[config.mk]
export PLATFORM = sky130hd
export DESIGN_NAME = msmc_config
export DESIGN_NICKNAME = d
export VERILOG_FILES = /design/src/inc/msmc_pkg.sv /design/src/core/msmc_config.sv
export SDC_FILE = /design/constraint.sdc
export NUM_CORES = 1
export LEC_CHECK = 0
export ABC_CLOCK_PERIOD_IN_PS = 3500
export BUFFER_PORTS_ARGS = -buffer_cell sky130_fd_sc_hd__buf_4
export CAP_MARGIN = 20
export CORE_ASPECT_RATIO = 1.2
export CORE_UTILIZATION = 40
export DETAILED_ROUTE_END_ITERATION = 8
export HOLD_SLACK_MARGIN = 0.06
export PLACE_DENSITY = 0.71
export SLEW_MARGIN = 40
export SYNTH_ARGS = -nofsm -noshare
export SYNTH_HDL_FRONTEND = slang
export SYNTH_SLANG_ARGS = --single-unit
[constraint.sdc]
create_clock -name clk_sys -period 3.5 [get_ports clk_sys]
set_clock_uncertainty 0.1 [all_clocks]
set_input_delay 0.35 -clock clk_sys [delete_from_list [all_inputs] [get_ports clk_sys]]
set_output_delay 0.35 -clock clk_sys [all_outputs]
set_load 0.03 [all_outputs]
[src/inc/msmc_pkg.sv]
package msmc_pkg;

    // ****************************************
    // register indices, byte address = 4 * index
    // ****************************************
    localparam logic [7:0] IDX_PRIORITY_AND_MODE = 8'h3c;
    localparam logic [7:0] IDX_MEMORY_PLACEMENT  = 8'h3d;
    localparam logic [7:0] IDX_STARTUP_OPTIONS   = 8'h3f;

    // ****************************************
    // priority_and_mode fields
    // ****************************************
    localparam int PM_BOOT_BIT     = 7;
    localparam int PM_SPECIAL_BIT  = 6;
    localparam int PM_EXPAND_BIT   = 5;
    localparam int PM_VISIBLE_BIT  = 4;
    localparam int PM_PSEL_LSB     = 0;
    localparam logic [3:0] PM_PSEL_RESET = 4'h5;

    // ****************************************
    // startup_options fields
    // ****************************************
    localparam int SO_WDOG_DIS_BIT = 2;
    localparam int SO_ROM_BIT      = 1;
    localparam logic SO_WDOG_DIS_RESET = 1'b0;
    localparam logic SO_ROM_RESET      = 1'b1;

    // ****************************************
    // memory_placement fields
    // ****************************************
    localparam int MP_RAM_LSB = 4;
    localparam int MP_REG_LSB = 0;
    localparam logic [3:0] MP_RAM_RESET = 4'h0;
    localparam logic [3:0] MP_REG_RESET = 4'h0;

    // ****************************************
    // memory map
    // ****************************************
    localparam logic [3:0]  ROM_PAGE_EXPANDED = 4'h7;
    localparam logic [3:0]  ROM_PAGE_OTHER    = 4'hf;
    localparam logic [15:0] BOOT_FIRST        = 16'hbf40;
    localparam logic [15:0] BOOT_LAST         = 16'hbfff;
    localparam logic [7:0]  RAM_FIRST_LOW     = 8'h40;
    localparam logic [7:0]  RAM_LAST_LOW      = 8'hff;
    localparam logic [11:0] REG_LAST_LOW      = 12'h03f;

    // ****************************************
    // timing
    // ****************************************
    localparam int          WINDOW_BUS_CYCLES = 64;
    localparam logic [6:0]  WINDOW_COUNT      = 7'(WINDOW_BUS_CYCLES);
    localparam int          E_DIV_DEFAULT     = 4;

endpackage

[src/core/msmc_config.sv]
`timescale 1ns/10ps
// Functional notes
// [RQ1] sample both straps during reset, hold them after reset releases
// [RQ2] straps B,A map to boot, special, expanded bits per mode table
// [RQ3] after reset strap A pin is open-drain low fetch strobe, first E cycle
// [RQ4] boot ROM enable writable only in special mode; maps BF40-BFFF
// [RQ5] special bit loads inverse of strap B; software may clear, never set
// [RQ6] expanded bit loads strap A; writable only while special bit set
// [RQ7] expanded modes: visibility bit drives internal read data outward
// [RQ8] single-chip modes: visibility bit zero runs E, one holds E low
// [RQ9] visibility bit resets one in test mode only; E always on at reset
// [RQ10] normal modes: protected bits written once within 64 bus cycles
// [RQ11] software writes protected registers before clearing special bit
// [RQ12] special bit clear: options register takes one write; watchdog on
// [RQ13] options bits 7..3 and 0 read zero
// [RQ14] watchdog disable clears at reset; one disables watchdog
// [RQ15] ROM enable forced one at reset; once normal, any time special
// [RQ16] ROM at 7000-7FFF if reset expanded, else F000-FFFF; code uses 7000-7FFF only after a normal expanded reset
// [RQ17] placement register takes single write in 64 E cycles, then read-only; code takes writes any time while special bit set
// [RQ18] RAM page field places RAM at x040-x0FF, resets to 0040
// [RQ19] register page field places 64-byte block at x000-x03F
// [RQ20] register block and RAM win over ROM
// [RQ21] register block wins over RAM
module msmc_config #(
    parameter int E_DIV = msmc_pkg::E_DIV_DEFAULT
) (
    // clock and reset
    input  wire logic        clk_sys,
    input  wire logic        srst,
    // wishbone slave
    input  wire logic        wbCycI,
    input  wire logic        wbStbI,
    input  wire logic        wbWeI,
    input  wire logic [9:0]  wbAdrI,
    input  wire logic [3:0]  wbSelI,
    input  wire logic [31:0] wbDatI,
    output logic      [31:0] wbDatO,
    output logic             wbAckO,
    // strap pins, strap A doubles as fetch strobe
    input  wire logic        strapAPinIn,
    input  wire logic        strapBPinIn,
    output logic             strapAPinOut,
    output logic             strapAPinOe,
    // cpu side
    input  wire logic        opcodeFetch,
    input  wire logic        intReadAccess,
    input  wire logic [7:0]  intReadData,
    input  wire logic [15:0] cpuAddr,
    // external bus and E pin
    output logic      [7:0]  extDataOut,
    output logic             extDataOe,
    output logic             eClkOut,
    // decode and status
    output logic             selRegBlock,
    output logic             selRam,
    output logic             selRom,
    output logic             selBootRom,
    output logic             watchdogDisable,
    output logic             specialMode,
    output logic             expandedMode
);

    // ****************************************
    // strap synchronisers
    // ****************************************
    logic strapAMeta;
    logic strapASync;
    logic strapBMeta;
    logic strapBSync;

    always_ff @(posedge clk_sys) begin
        strapAMeta <= strapAPinIn;
        strapASync <= strapAMeta;
        strapBMeta <= strapBPinIn;
        strapBSync <= strapBMeta;
    end

    // ****************************************
    // E clock divider
    // ****************************************
    localparam int DW = $clog2(E_DIV);
    localparam logic [DW-1:0] DIV_LAST = DW'(E_DIV - 1);
    localparam logic [DW-1:0] DIV_HALF = DW'(E_DIV / 2);

    logic [DW-1:0] divCnt_reg;
    logic          eTick;

    assign eTick = (divCnt_reg == DIV_LAST);

    always_ff @(posedge clk_sys) begin
        if (srst || eTick) begin
            divCnt_reg <= '0;
        end else begin
            divCnt_reg <= divCnt_reg + DW'(1);
        end
    end

    // ****************************************
    // protection window
    // ****************************************
    logic [6:0] windowCnt_reg;
    logic       windowOpen;

    assign windowOpen = (windowCnt_reg < msmc_pkg::WINDOW_COUNT);

    always_ff @(posedge clk_sys) begin
        if (srst) begin
            windowCnt_reg <= '0;
        end else if (eTick && windowOpen) begin
            windowCnt_reg <= windowCnt_reg + 7'd1;
        end
    end

    // ****************************************
    // bus decode
    // ****************************************
    logic       busReq;
    logic       wrLow;
    logic [7:0] regIdx;
    logic       hitMode;
    logic       hitPlace;
    logic       hitOpts;

    assign busReq   = wbCycI && wbStbI && !wbAckO;
    assign wrLow    = busReq && wbWeI && wbSelI[0];
    assign regIdx   = wbAdrI[9:2];
    assign hitMode  = (regIdx == msmc_pkg::IDX_PRIORITY_AND_MODE);
    assign hitPlace = (regIdx == msmc_pkg::IDX_MEMORY_PLACEMENT);
    assign hitOpts  = (regIdx == msmc_pkg::IDX_STARTUP_OPTIONS);

    // ****************************************
    // priority_and_mode register
    // ****************************************
    logic       bootEn_reg;
    logic       special_reg;
    logic       expand_reg;
    logic       visible_reg;
    logic [3:0] psel_reg;
    logic       resetExpanded_reg;

    always_ff @(posedge clk_sys) begin
        if (srst) begin
            special_reg       <= !strapBSync;                 // [RQ1] [RQ2] [RQ5]
            expand_reg        <= strapASync;                  // [RQ2] [RQ6]
            bootEn_reg        <= !strapBSync && !strapASync;  // [RQ2]
            visible_reg       <= !strapBSync && strapASync;   // [RQ9]
            resetExpanded_reg <= strapBSync && strapASync;
            psel_reg          <= msmc_pkg::PM_PSEL_RESET;
        end else if (wrLow && hitMode) begin
            special_reg <= special_reg && wbDatI[msmc_pkg::PM_SPECIAL_BIT];  // [RQ5]
            if (special_reg) begin
                expand_reg <= wbDatI[msmc_pkg::PM_EXPAND_BIT];              // [RQ6]
            end
            bootEn_reg  <= special_reg && wbDatI[msmc_pkg::PM_SPECIAL_BIT]
                           && wbDatI[msmc_pkg::PM_BOOT_BIT];                // [RQ4]
            visible_reg <= wbDatI[msmc_pkg::PM_VISIBLE_BIT];
            psel_reg    <= wbDatI[msmc_pkg::PM_PSEL_LSB +: 4];
        end
    end

    // ****************************************
    // startup_options register
    // ****************************************
    logic wdogDis_reg;
    logic rom_present_reg;
    logic optsDone_reg;
    logic optsOk;

    assign optsOk = special_reg || (windowOpen && !optsDone_reg);  // [RQ10] [RQ12]

    always_ff @(posedge clk_sys) begin
        if (srst) begin
            wdogDis_reg  <= msmc_pkg::SO_WDOG_DIS_RESET;  // [RQ14]
            rom_present_reg    <= msmc_pkg::SO_ROM_RESET;       // [RQ15]
            optsDone_reg <= 1'b0;
        end else if (wrLow && hitOpts && optsOk) begin
            wdogDis_reg  <= wbDatI[msmc_pkg::SO_WDOG_DIS_BIT];  // [RQ14]
            rom_present_reg    <= wbDatI[msmc_pkg::SO_ROM_BIT];       // [RQ15]
            optsDone_reg <= 1'b1;                               // [RQ12]
        end
    end

    // ****************************************
    // memory_placement register
    // ****************************************
    logic [3:0] ramPage_reg;
    logic [3:0] regPage_reg;
    logic       placeDone_reg;
    logic       placeOk;

    assign placeOk = special_reg || (windowOpen && !placeDone_reg);  // [RQ10] [RQ17]

    always_ff @(posedge clk_sys) begin
        if (srst) begin
            ramPage_reg   <= msmc_pkg::MP_RAM_RESET;  // [RQ18]
            regPage_reg   <= msmc_pkg::MP_REG_RESET;  // [RQ19]
            placeDone_reg <= 1'b0;
        end else if (wrLow && hitPlace && placeOk) begin
            ramPage_reg   <= wbDatI[msmc_pkg::MP_RAM_LSB +: 4];
            regPage_reg   <= wbDatI[msmc_pkg::MP_REG_LSB +: 4];
            placeDone_reg <= 1'b1;                    // [RQ17]
        end
    end

    // ****************************************
    // read mux and acknowledge
    // ****************************************
    logic [7:0] rdByte;

    always_comb begin
        rdByte = 8'h00;
        if (hitMode) begin
            rdByte = {bootEn_reg && special_reg, special_reg, expand_reg,  // [RQ4]
                      visible_reg, psel_reg};
        end else if (hitPlace) begin
            rdByte = {ramPage_reg, regPage_reg};
        end else if (hitOpts) begin
            rdByte = 8'h00;                                        // [RQ13]
            rdByte[msmc_pkg::SO_WDOG_DIS_BIT] = wdogDis_reg;
            rdByte[msmc_pkg::SO_ROM_BIT]      = rom_present_reg;
        end
    end

    always_ff @(posedge clk_sys) begin
        if (srst) begin
            wbAckO <= 1'b0;
            wbDatO <= 32'h0000_0000;
        end else begin
            wbAckO <= busReq;
            if (busReq && !wbWeI) begin
                wbDatO <= {24'h00_0000, rdByte};
            end
        end
    end

    // ****************************************
    // E pin and fetch strobe
    // ****************************************
    always_ff @(posedge clk_sys) begin
        if (srst) begin
            eClkOut     <= 1'b0;
            strapAPinOe <= 1'b0;
        end else begin
            eClkOut <= (divCnt_reg >= DIV_HALF)
                       && (expand_reg || !visible_reg);            // [RQ8] [RQ9]
            if (eTick) begin
                strapAPinOe <= opcodeFetch;                          // [RQ3]
            end
        end
    end

    always_ff @(posedge clk_sys) begin
        strapAPinOut <= 1'b0;                                        // [RQ3]
    end

    // ****************************************
    // internal read visibility
    // ****************************************
    always_ff @(posedge clk_sys) begin
        if (srst) begin
            extDataOe  <= 1'b0;
            extDataOut <= 8'h00;
        end else begin
            extDataOe  <= expand_reg && visible_reg && intReadAccess;  // [RQ7]
            extDataOut <= intReadData;
        end
    end

    // ****************************************
    // address decoder
    // ****************************************
    logic       hitReg;
    logic       hitRam;
    logic       hitRom;
    logic       hitBoot;
    logic [3:0] romPage;

    assign romPage = resetExpanded_reg ? msmc_pkg::ROM_PAGE_EXPANDED
                                       : msmc_pkg::ROM_PAGE_OTHER;          // [RQ16]
    assign hitReg  = (cpuAddr[15:12] == regPage_reg)
                     && (cpuAddr[11:0] <= msmc_pkg::REG_LAST_LOW);          // [RQ19]
    assign hitRam  = (cpuAddr[15:12] == ramPage_reg) && (cpuAddr[11:8] == 4'h0)
                     && (cpuAddr[7:0] >= msmc_pkg::RAM_FIRST_LOW)
                     && (cpuAddr[7:0] <= msmc_pkg::RAM_LAST_LOW);           // [RQ18]
    assign hitRom  = rom_present_reg && (cpuAddr[15:12] == romPage);              // [RQ15]
    assign hitBoot = bootEn_reg && special_reg
                     && (cpuAddr >= msmc_pkg::BOOT_FIRST)
                     && (cpuAddr <= msmc_pkg::BOOT_LAST);                   // [RQ4]

    always_ff @(posedge clk_sys) begin
        if (srst) begin
            selRegBlock <= 1'b0;
            selRam      <= 1'b0;
            selRom      <= 1'b0;
            selBootRom  <= 1'b0;
        end else begin
            selRegBlock <= hitReg;
            selRam      <= hitRam && !hitReg;                   // [RQ21]
            selRom      <= hitRom && !hitReg && !hitRam;        // [RQ20]
            selBootRom  <= hitBoot && !hitReg && !hitRam;       // [RQ20]
        end
    end

    // ****************************************
    // status outputs
    // ****************************************
    always_ff @(posedge clk_sys) begin
        if (srst) begin
            watchdogDisable <= 1'b0;
            specialMode     <= 1'b0;
            expandedMode    <= 1'b0;
        end else begin
            watchdogDisable <= wdogDis_reg;  // [RQ14]
            specialMode     <= special_reg;
            expandedMode    <= expand_reg;
        end
    end

endmodule

Word-level counts from Yosys, hierarchy flattened
Index checks and enable logic that the tools add are counted.
- register bits after elaboration: 61
- word-level logic and storage cells: 111
- output and inout bits: 52
- add/sub/neg operators: 2
- eq/ne operators: 7
- mux-type cells: 13
- reductions and logical operators: 51
- order comparisons: 7
- operators by type and width (kind ; number):
    $logic_and A1 B1 Y1 ; 34
    $eq A8 B6 Y1 const B ; 3
    $ge A16 B16 Y1 const B ; 1
    $le A16 B16 Y1 const B ; 1
    $mux W8 ; 2
    $eq A4 B4 Y1 ; 3
    $le A12 B6 Y1 const B ; 1
    $logic_not A1 Y1 ; 9
    $mux W1 ; 9
    $ge A8 B7 Y1 const B ; 1
    $le A8 B8 Y1 const B ; 1
    $add A7 B1 Y7 const B ; 1
    $lt A7 B7 Y1 const B ; 1
    $logic_not A4 Y1 ; 1
    $logic_or A1 B1 Y1 ; 4
    $mux W4 ; 1
    $reduce_bool A2 Y1 ; 2
    $mux W3 ; 1
    $add A2 B1 Y2 const B ; 1
    $eq A2 B2 Y1 const B ; 1
    $ge A2 B2 Y1 const B ; 1
    $reduce_and A2 Y1 ; 1

Depth between registers and ports, before layout
- depth in word-level cells: 7
- mapped depth: 6

Worst setup path after synthesis
OpenSTA, ideal clock, no wires.
- path type: flip-flop to flip-flop
- start point: register wbAckO
- end point: register ramPage_reg[0]
- library setup time: 0.132 ns
- cell stages (with the launch flop): 6
- period minus slack after synthesis: 1.713 ns
- data required time: 3.268 ns
- buffers on the path: 1
- data arrival time: 1.480 ns
- path slack: 1.787 ns
- path through: dfxtp_1 -> nand3b_4 -> or4_1 -> buf_2 -> o21ai_1 -> a21oi_1
- word-level cells in the longest chain between the ends: 6
- RTL lines (what ; line ; text):
    start, declared ; msmc_config.sv:38 ; output logic wbAckO,
    start signal, assigned ; msmc_config.sv:229 ; wbAckO <= busReq;
    $logic_not A1 Y1 ; msmc_config.sv:124 ; assign busReq = wbCycI && wbStbI && !wbAckO;
    $logic_and A1 B1 Y1 ; msmc_config.sv:124 ;
    $logic_and A1 B1 Y1 (2 in series) ; msmc_config.sv:125 ; assign wrLow = busReq && wbWeI && wbSelI[0];
    $logic_and A1 B1 Y1 (2 in series) ; msmc_config.sv:198 ; end else if (wrLow && hitPlace && placeOk) begin
    end signal, assigned ; msmc_config.sv:195 ; ramPage_reg <= msmc_pkg::MP_RAM_RESET;
    end signal, assigned ; msmc_config.sv:199 ; ramPage_reg <= wbDatI[msmc_pkg::MP_RAM_LSB +: 4];
    end, declared ; msmc_config.sv:186 ; logic [3:0] ramPage_reg;
Every way passes these cells.
A chain may end at the register's enable or synchronous reset.

Worst setup path after layout
- start point: register wbAckO
- end point: register regPage_reg[2]
- word-level cells in the longest chain between the ends: 6
- RTL lines (what ; line ; text):
    $logic_not A1 Y1 ; msmc_config.sv:124 ;
    $logic_and A1 B1 Y1 ; msmc_config.sv:124 ;
    $logic_and A1 B1 Y1 (2 in series) ; msmc_config.sv:125 ;
    $logic_and A1 B1 Y1 (2 in series) ; msmc_config.sv:198 ;
    end signal, assigned ; msmc_config.sv:196 ; regPage_reg <= msmc_pkg::MP_REG_RESET;
    end signal, assigned ; msmc_config.sv:200 ; regPage_reg <= wbDatI[msmc_pkg::MP_REG_LSB +: 4];
    end, declared ; msmc_config.sv:187 ; logic [3:0] regPage_reg;
Every way passes these cells.

==> results.ini <==
[run_status]
status = finished, final reports clean

[clock_network]
cts_sinks = 61
cts_max_level = 3
clockBufferDepth = 2
clk_pin_slew_ns = 0.07
cts_tree = yes
cts_buffers = 9
cts_root_buf = clkbuf_8
post_cts_buffers = 0
clock_latency_ns = 0.33

[setup_path]
rr_endpoint = regPage_reg[2]
cp_max_fo = 10
rr_startpoint = wbAckO
worstSetupPathType = reg2reg
cp-end-kind = flip-flop
cp-start-kind = flip-flop
worstPathRequired_ns = 3.59
worst_r2r_path_depth = 4
worstPathArrival_ns = 1.88
timing.reg2reg.setup_slack_ns = 1.71

[die]
fp.dieW_um = 76.0
die_area_mm2 = 0.00690
start_util = 0.410
ios = 131
dieHeight_um = 90.8
rows = 32
coreArea_mm2 = 0.00641

[logic_synthesis]
netlist_area_mm2 = 0.00263
avgSynthCellArea_um2 = 9.55
ys_warn_count = 0
synth.top_cells.by_count = 56 x dfxtp_1, 26 x nor2_1, 25 x buf_4
muxShareOfSynthArea = 0.0581
synth_area_leaders = dfxtp_1 43%, buf_4 7.1%, edfxtp_1 5.7%
synth-simple-area-share = 0.204
synth_compound_area_frac = 0.0943
ys_seq_area_frac = 0.484
synth-edff-count = 5
synthCells = 275
netlist.area_leader.share = 0.427
synth_flop_cell = dfxtp_1
synth_cell_type_count = 41
synth.largest_area_cell = dfxtp_1
yosys.cell_count.top_type = dfxtp_1
synth-async-reset-ratio = 0
synth_top_family_by_area = simple AND/OR/NAND/NOR gates
synth_fa_ha_area_frac = 0.0143
synthXorXnorAreaFrac = 0.0467
ys_ff_latch = 61

[placed_design]
hpwlAfterDp_mm = 3.80
place_ws_ns = 1.44
dp.cells = 417
place_area_mm2 = 0.00312
port_buffers = 70
place_congestion = 0.809

[route]
ant_nets = 0
viasPerCell = 4.71
drc = 0
wirelength_mm = 5.36
wire_per_inst_um = 12.3
firstDrtPassIters = 4
dr_total_vias = 2048
drt_iter0_drc = 102

[power]
power.share.clock = 0.399
switchingPower_mw = 0.380
p_int_mw = 1.14
p_seq_frac = 0.484
power_mw = 1.52
combPwrFrac = 0.117
leakage_nw = 1.42
peakVddDrop_mv = 0.229
p_sw_frac = 0.250
power_density_mw_per_mm2 = 456

[timing]
setup_slack_ns = 1.71
maxSlewHeadroom = 0.563
grt_setup_unrepaired = no
hold_violations = 0
worst_pin_slew_ns = 0.651
finalSetupViolCount = 0
period_share = 0.511
post-route-min-period_ns = 1.79
timing.hold.ws_ns = 0.126
fin_setup_tns_ns = 0
fmax_ghz = 0.559
finalMaxSlewViolations = 0

[grt]
grtUsageMet2 = 0.293
grt_pass1_vias = 2006
grt_use_total = 0.172
grt.busiest_layer = met2
grt_use_met3 = 0.0545
grt_max_degree = 59
grt_overflow = 0
grt_util_met1 = 0.196
grt_pass1_wl_mm = 9.31
antenna_found_initial = 0

[finish]
insertedDiodeCount = 0
layout-drive-gt1-share = 0.251
synthToLayoutAreaGrowth_pct = 26.7
fin_cells = 435
fin_util = 0.520
nets = 427
final_cell_area_mm2 = 0.00333

[run]
maxCapViolCount = 0

[hold_path]
min-delay-path-class = in2reg
holdPathEnd = extDataOut[2]
min_from = intReadData[2]
hold_depth = 2

-- power groups by stage --
stage	Clock [mW]	Sequential, mW	Combinational, mW
2_1_floorplan	0	0.765	0.114
3_3_place_gp	0	0.750	0.175
3_5_place_dp	0	0.751	0.176
4_1_cts	0.621	0.735	0.179
5_1_grt	0.659	0.737	0.193
6_report	0.606	0.735	0.178
-- worst max-delay path, stage by stage, from the launching register on --
cell      delay, ns
dfxtp_1        0.31
nand3b_4       0.19
or4_1          0.75
o21ai_1        0.22
a21oi_1        0.08
-- placed cells by master (no fill, tap or decap), types with 2 or more instances in the layout --
master         Yosys  routed
clkbuf_8           0      10
o2bb2ai_1          6       6
a21oi_1           15      15
clkbuf_1           7       2
xnor2_1            7       7
nand3b_1           5       5
and3_1             4       4
conb_1             1      25
mux2i_1           13      13
nor2b_1           14      14
o21ai_1           11      11
nand4_1            5       5
xor2_1             7       7
nor2_1            26      26
ha_1               3       3
nand3_1           15      15
inv_1              4       4
o21ai_0            6       6
and4_1             2       2
nor3_1             5       5
dfxtp_1           56      56
clkinv_2           0       2
nor4_1             4       4
dlygate4sd3_1      0       2
buf_4             25      71
nand2_1            8       8
edfxtp_1           5       5
-- logic make-up (layout without fill, tap and decap cells) --
| kind of cell | after synthesis | after routing |
|---|---|---|
| other cells | 1 | 25 |
| compound gates | 43 | 43 |
| mux | 15 | 15 |
| flops | 61 | 61 |
| buf+inv | 42 | 93 |
| xor+xnor | 14 | 14 |
| fa+ha+maj | 3 | 3 |
| simple gates | 96 | 96 |
-- worst max path at each step --
stage | from | end | slack (ns) | cells after the start
2_1_floorplan | wbAckO | ramPage_reg[0] | 1.79 | 5
3_3_place_gp | wbAdrI[8] | visible_reg | 1.45 | 5
3_5_place_dp | wbAdrI[8] | visible_reg | 1.44 | 5
4_1_cts | wbAckO | regPage_reg[2] | 1.71 | 4
5_1_grt | wbAckO | regPage_reg[2] | 1.60 | 4
6_report | wbAckO | regPage_reg[2] | 1.71 | 4
-- routing by layer --
| layer | vias to the layer above | wire [um] |
|---|---|---|
| li1 | 1040 | - |
| met1 | 934 | 2310 |
| met2 | 66 | 2640 |
| met3 | 8 | 315 |
| met5 | - | 0 |
| met4 | 0 | 91 |
-- timing repair --
item / in CTS / in global routing
hold buffers: 2 / 0
endpoints found under the hold margin: 2 / 0
endpoints found under the setup margin: 0 / 0
resized for setup: 0 / 0
-- layout make-up --
cell class	count	area (um2)
clock buffer	12	145
timing repair buffer	73	553
clock inverter	4	47.5
inverter	4	15.0
tap	85	106
multi-input combinational	196	1190
sequential	61	1270
fill	612	3080
No activity file was read; power rests on OpenSTA's default activity.
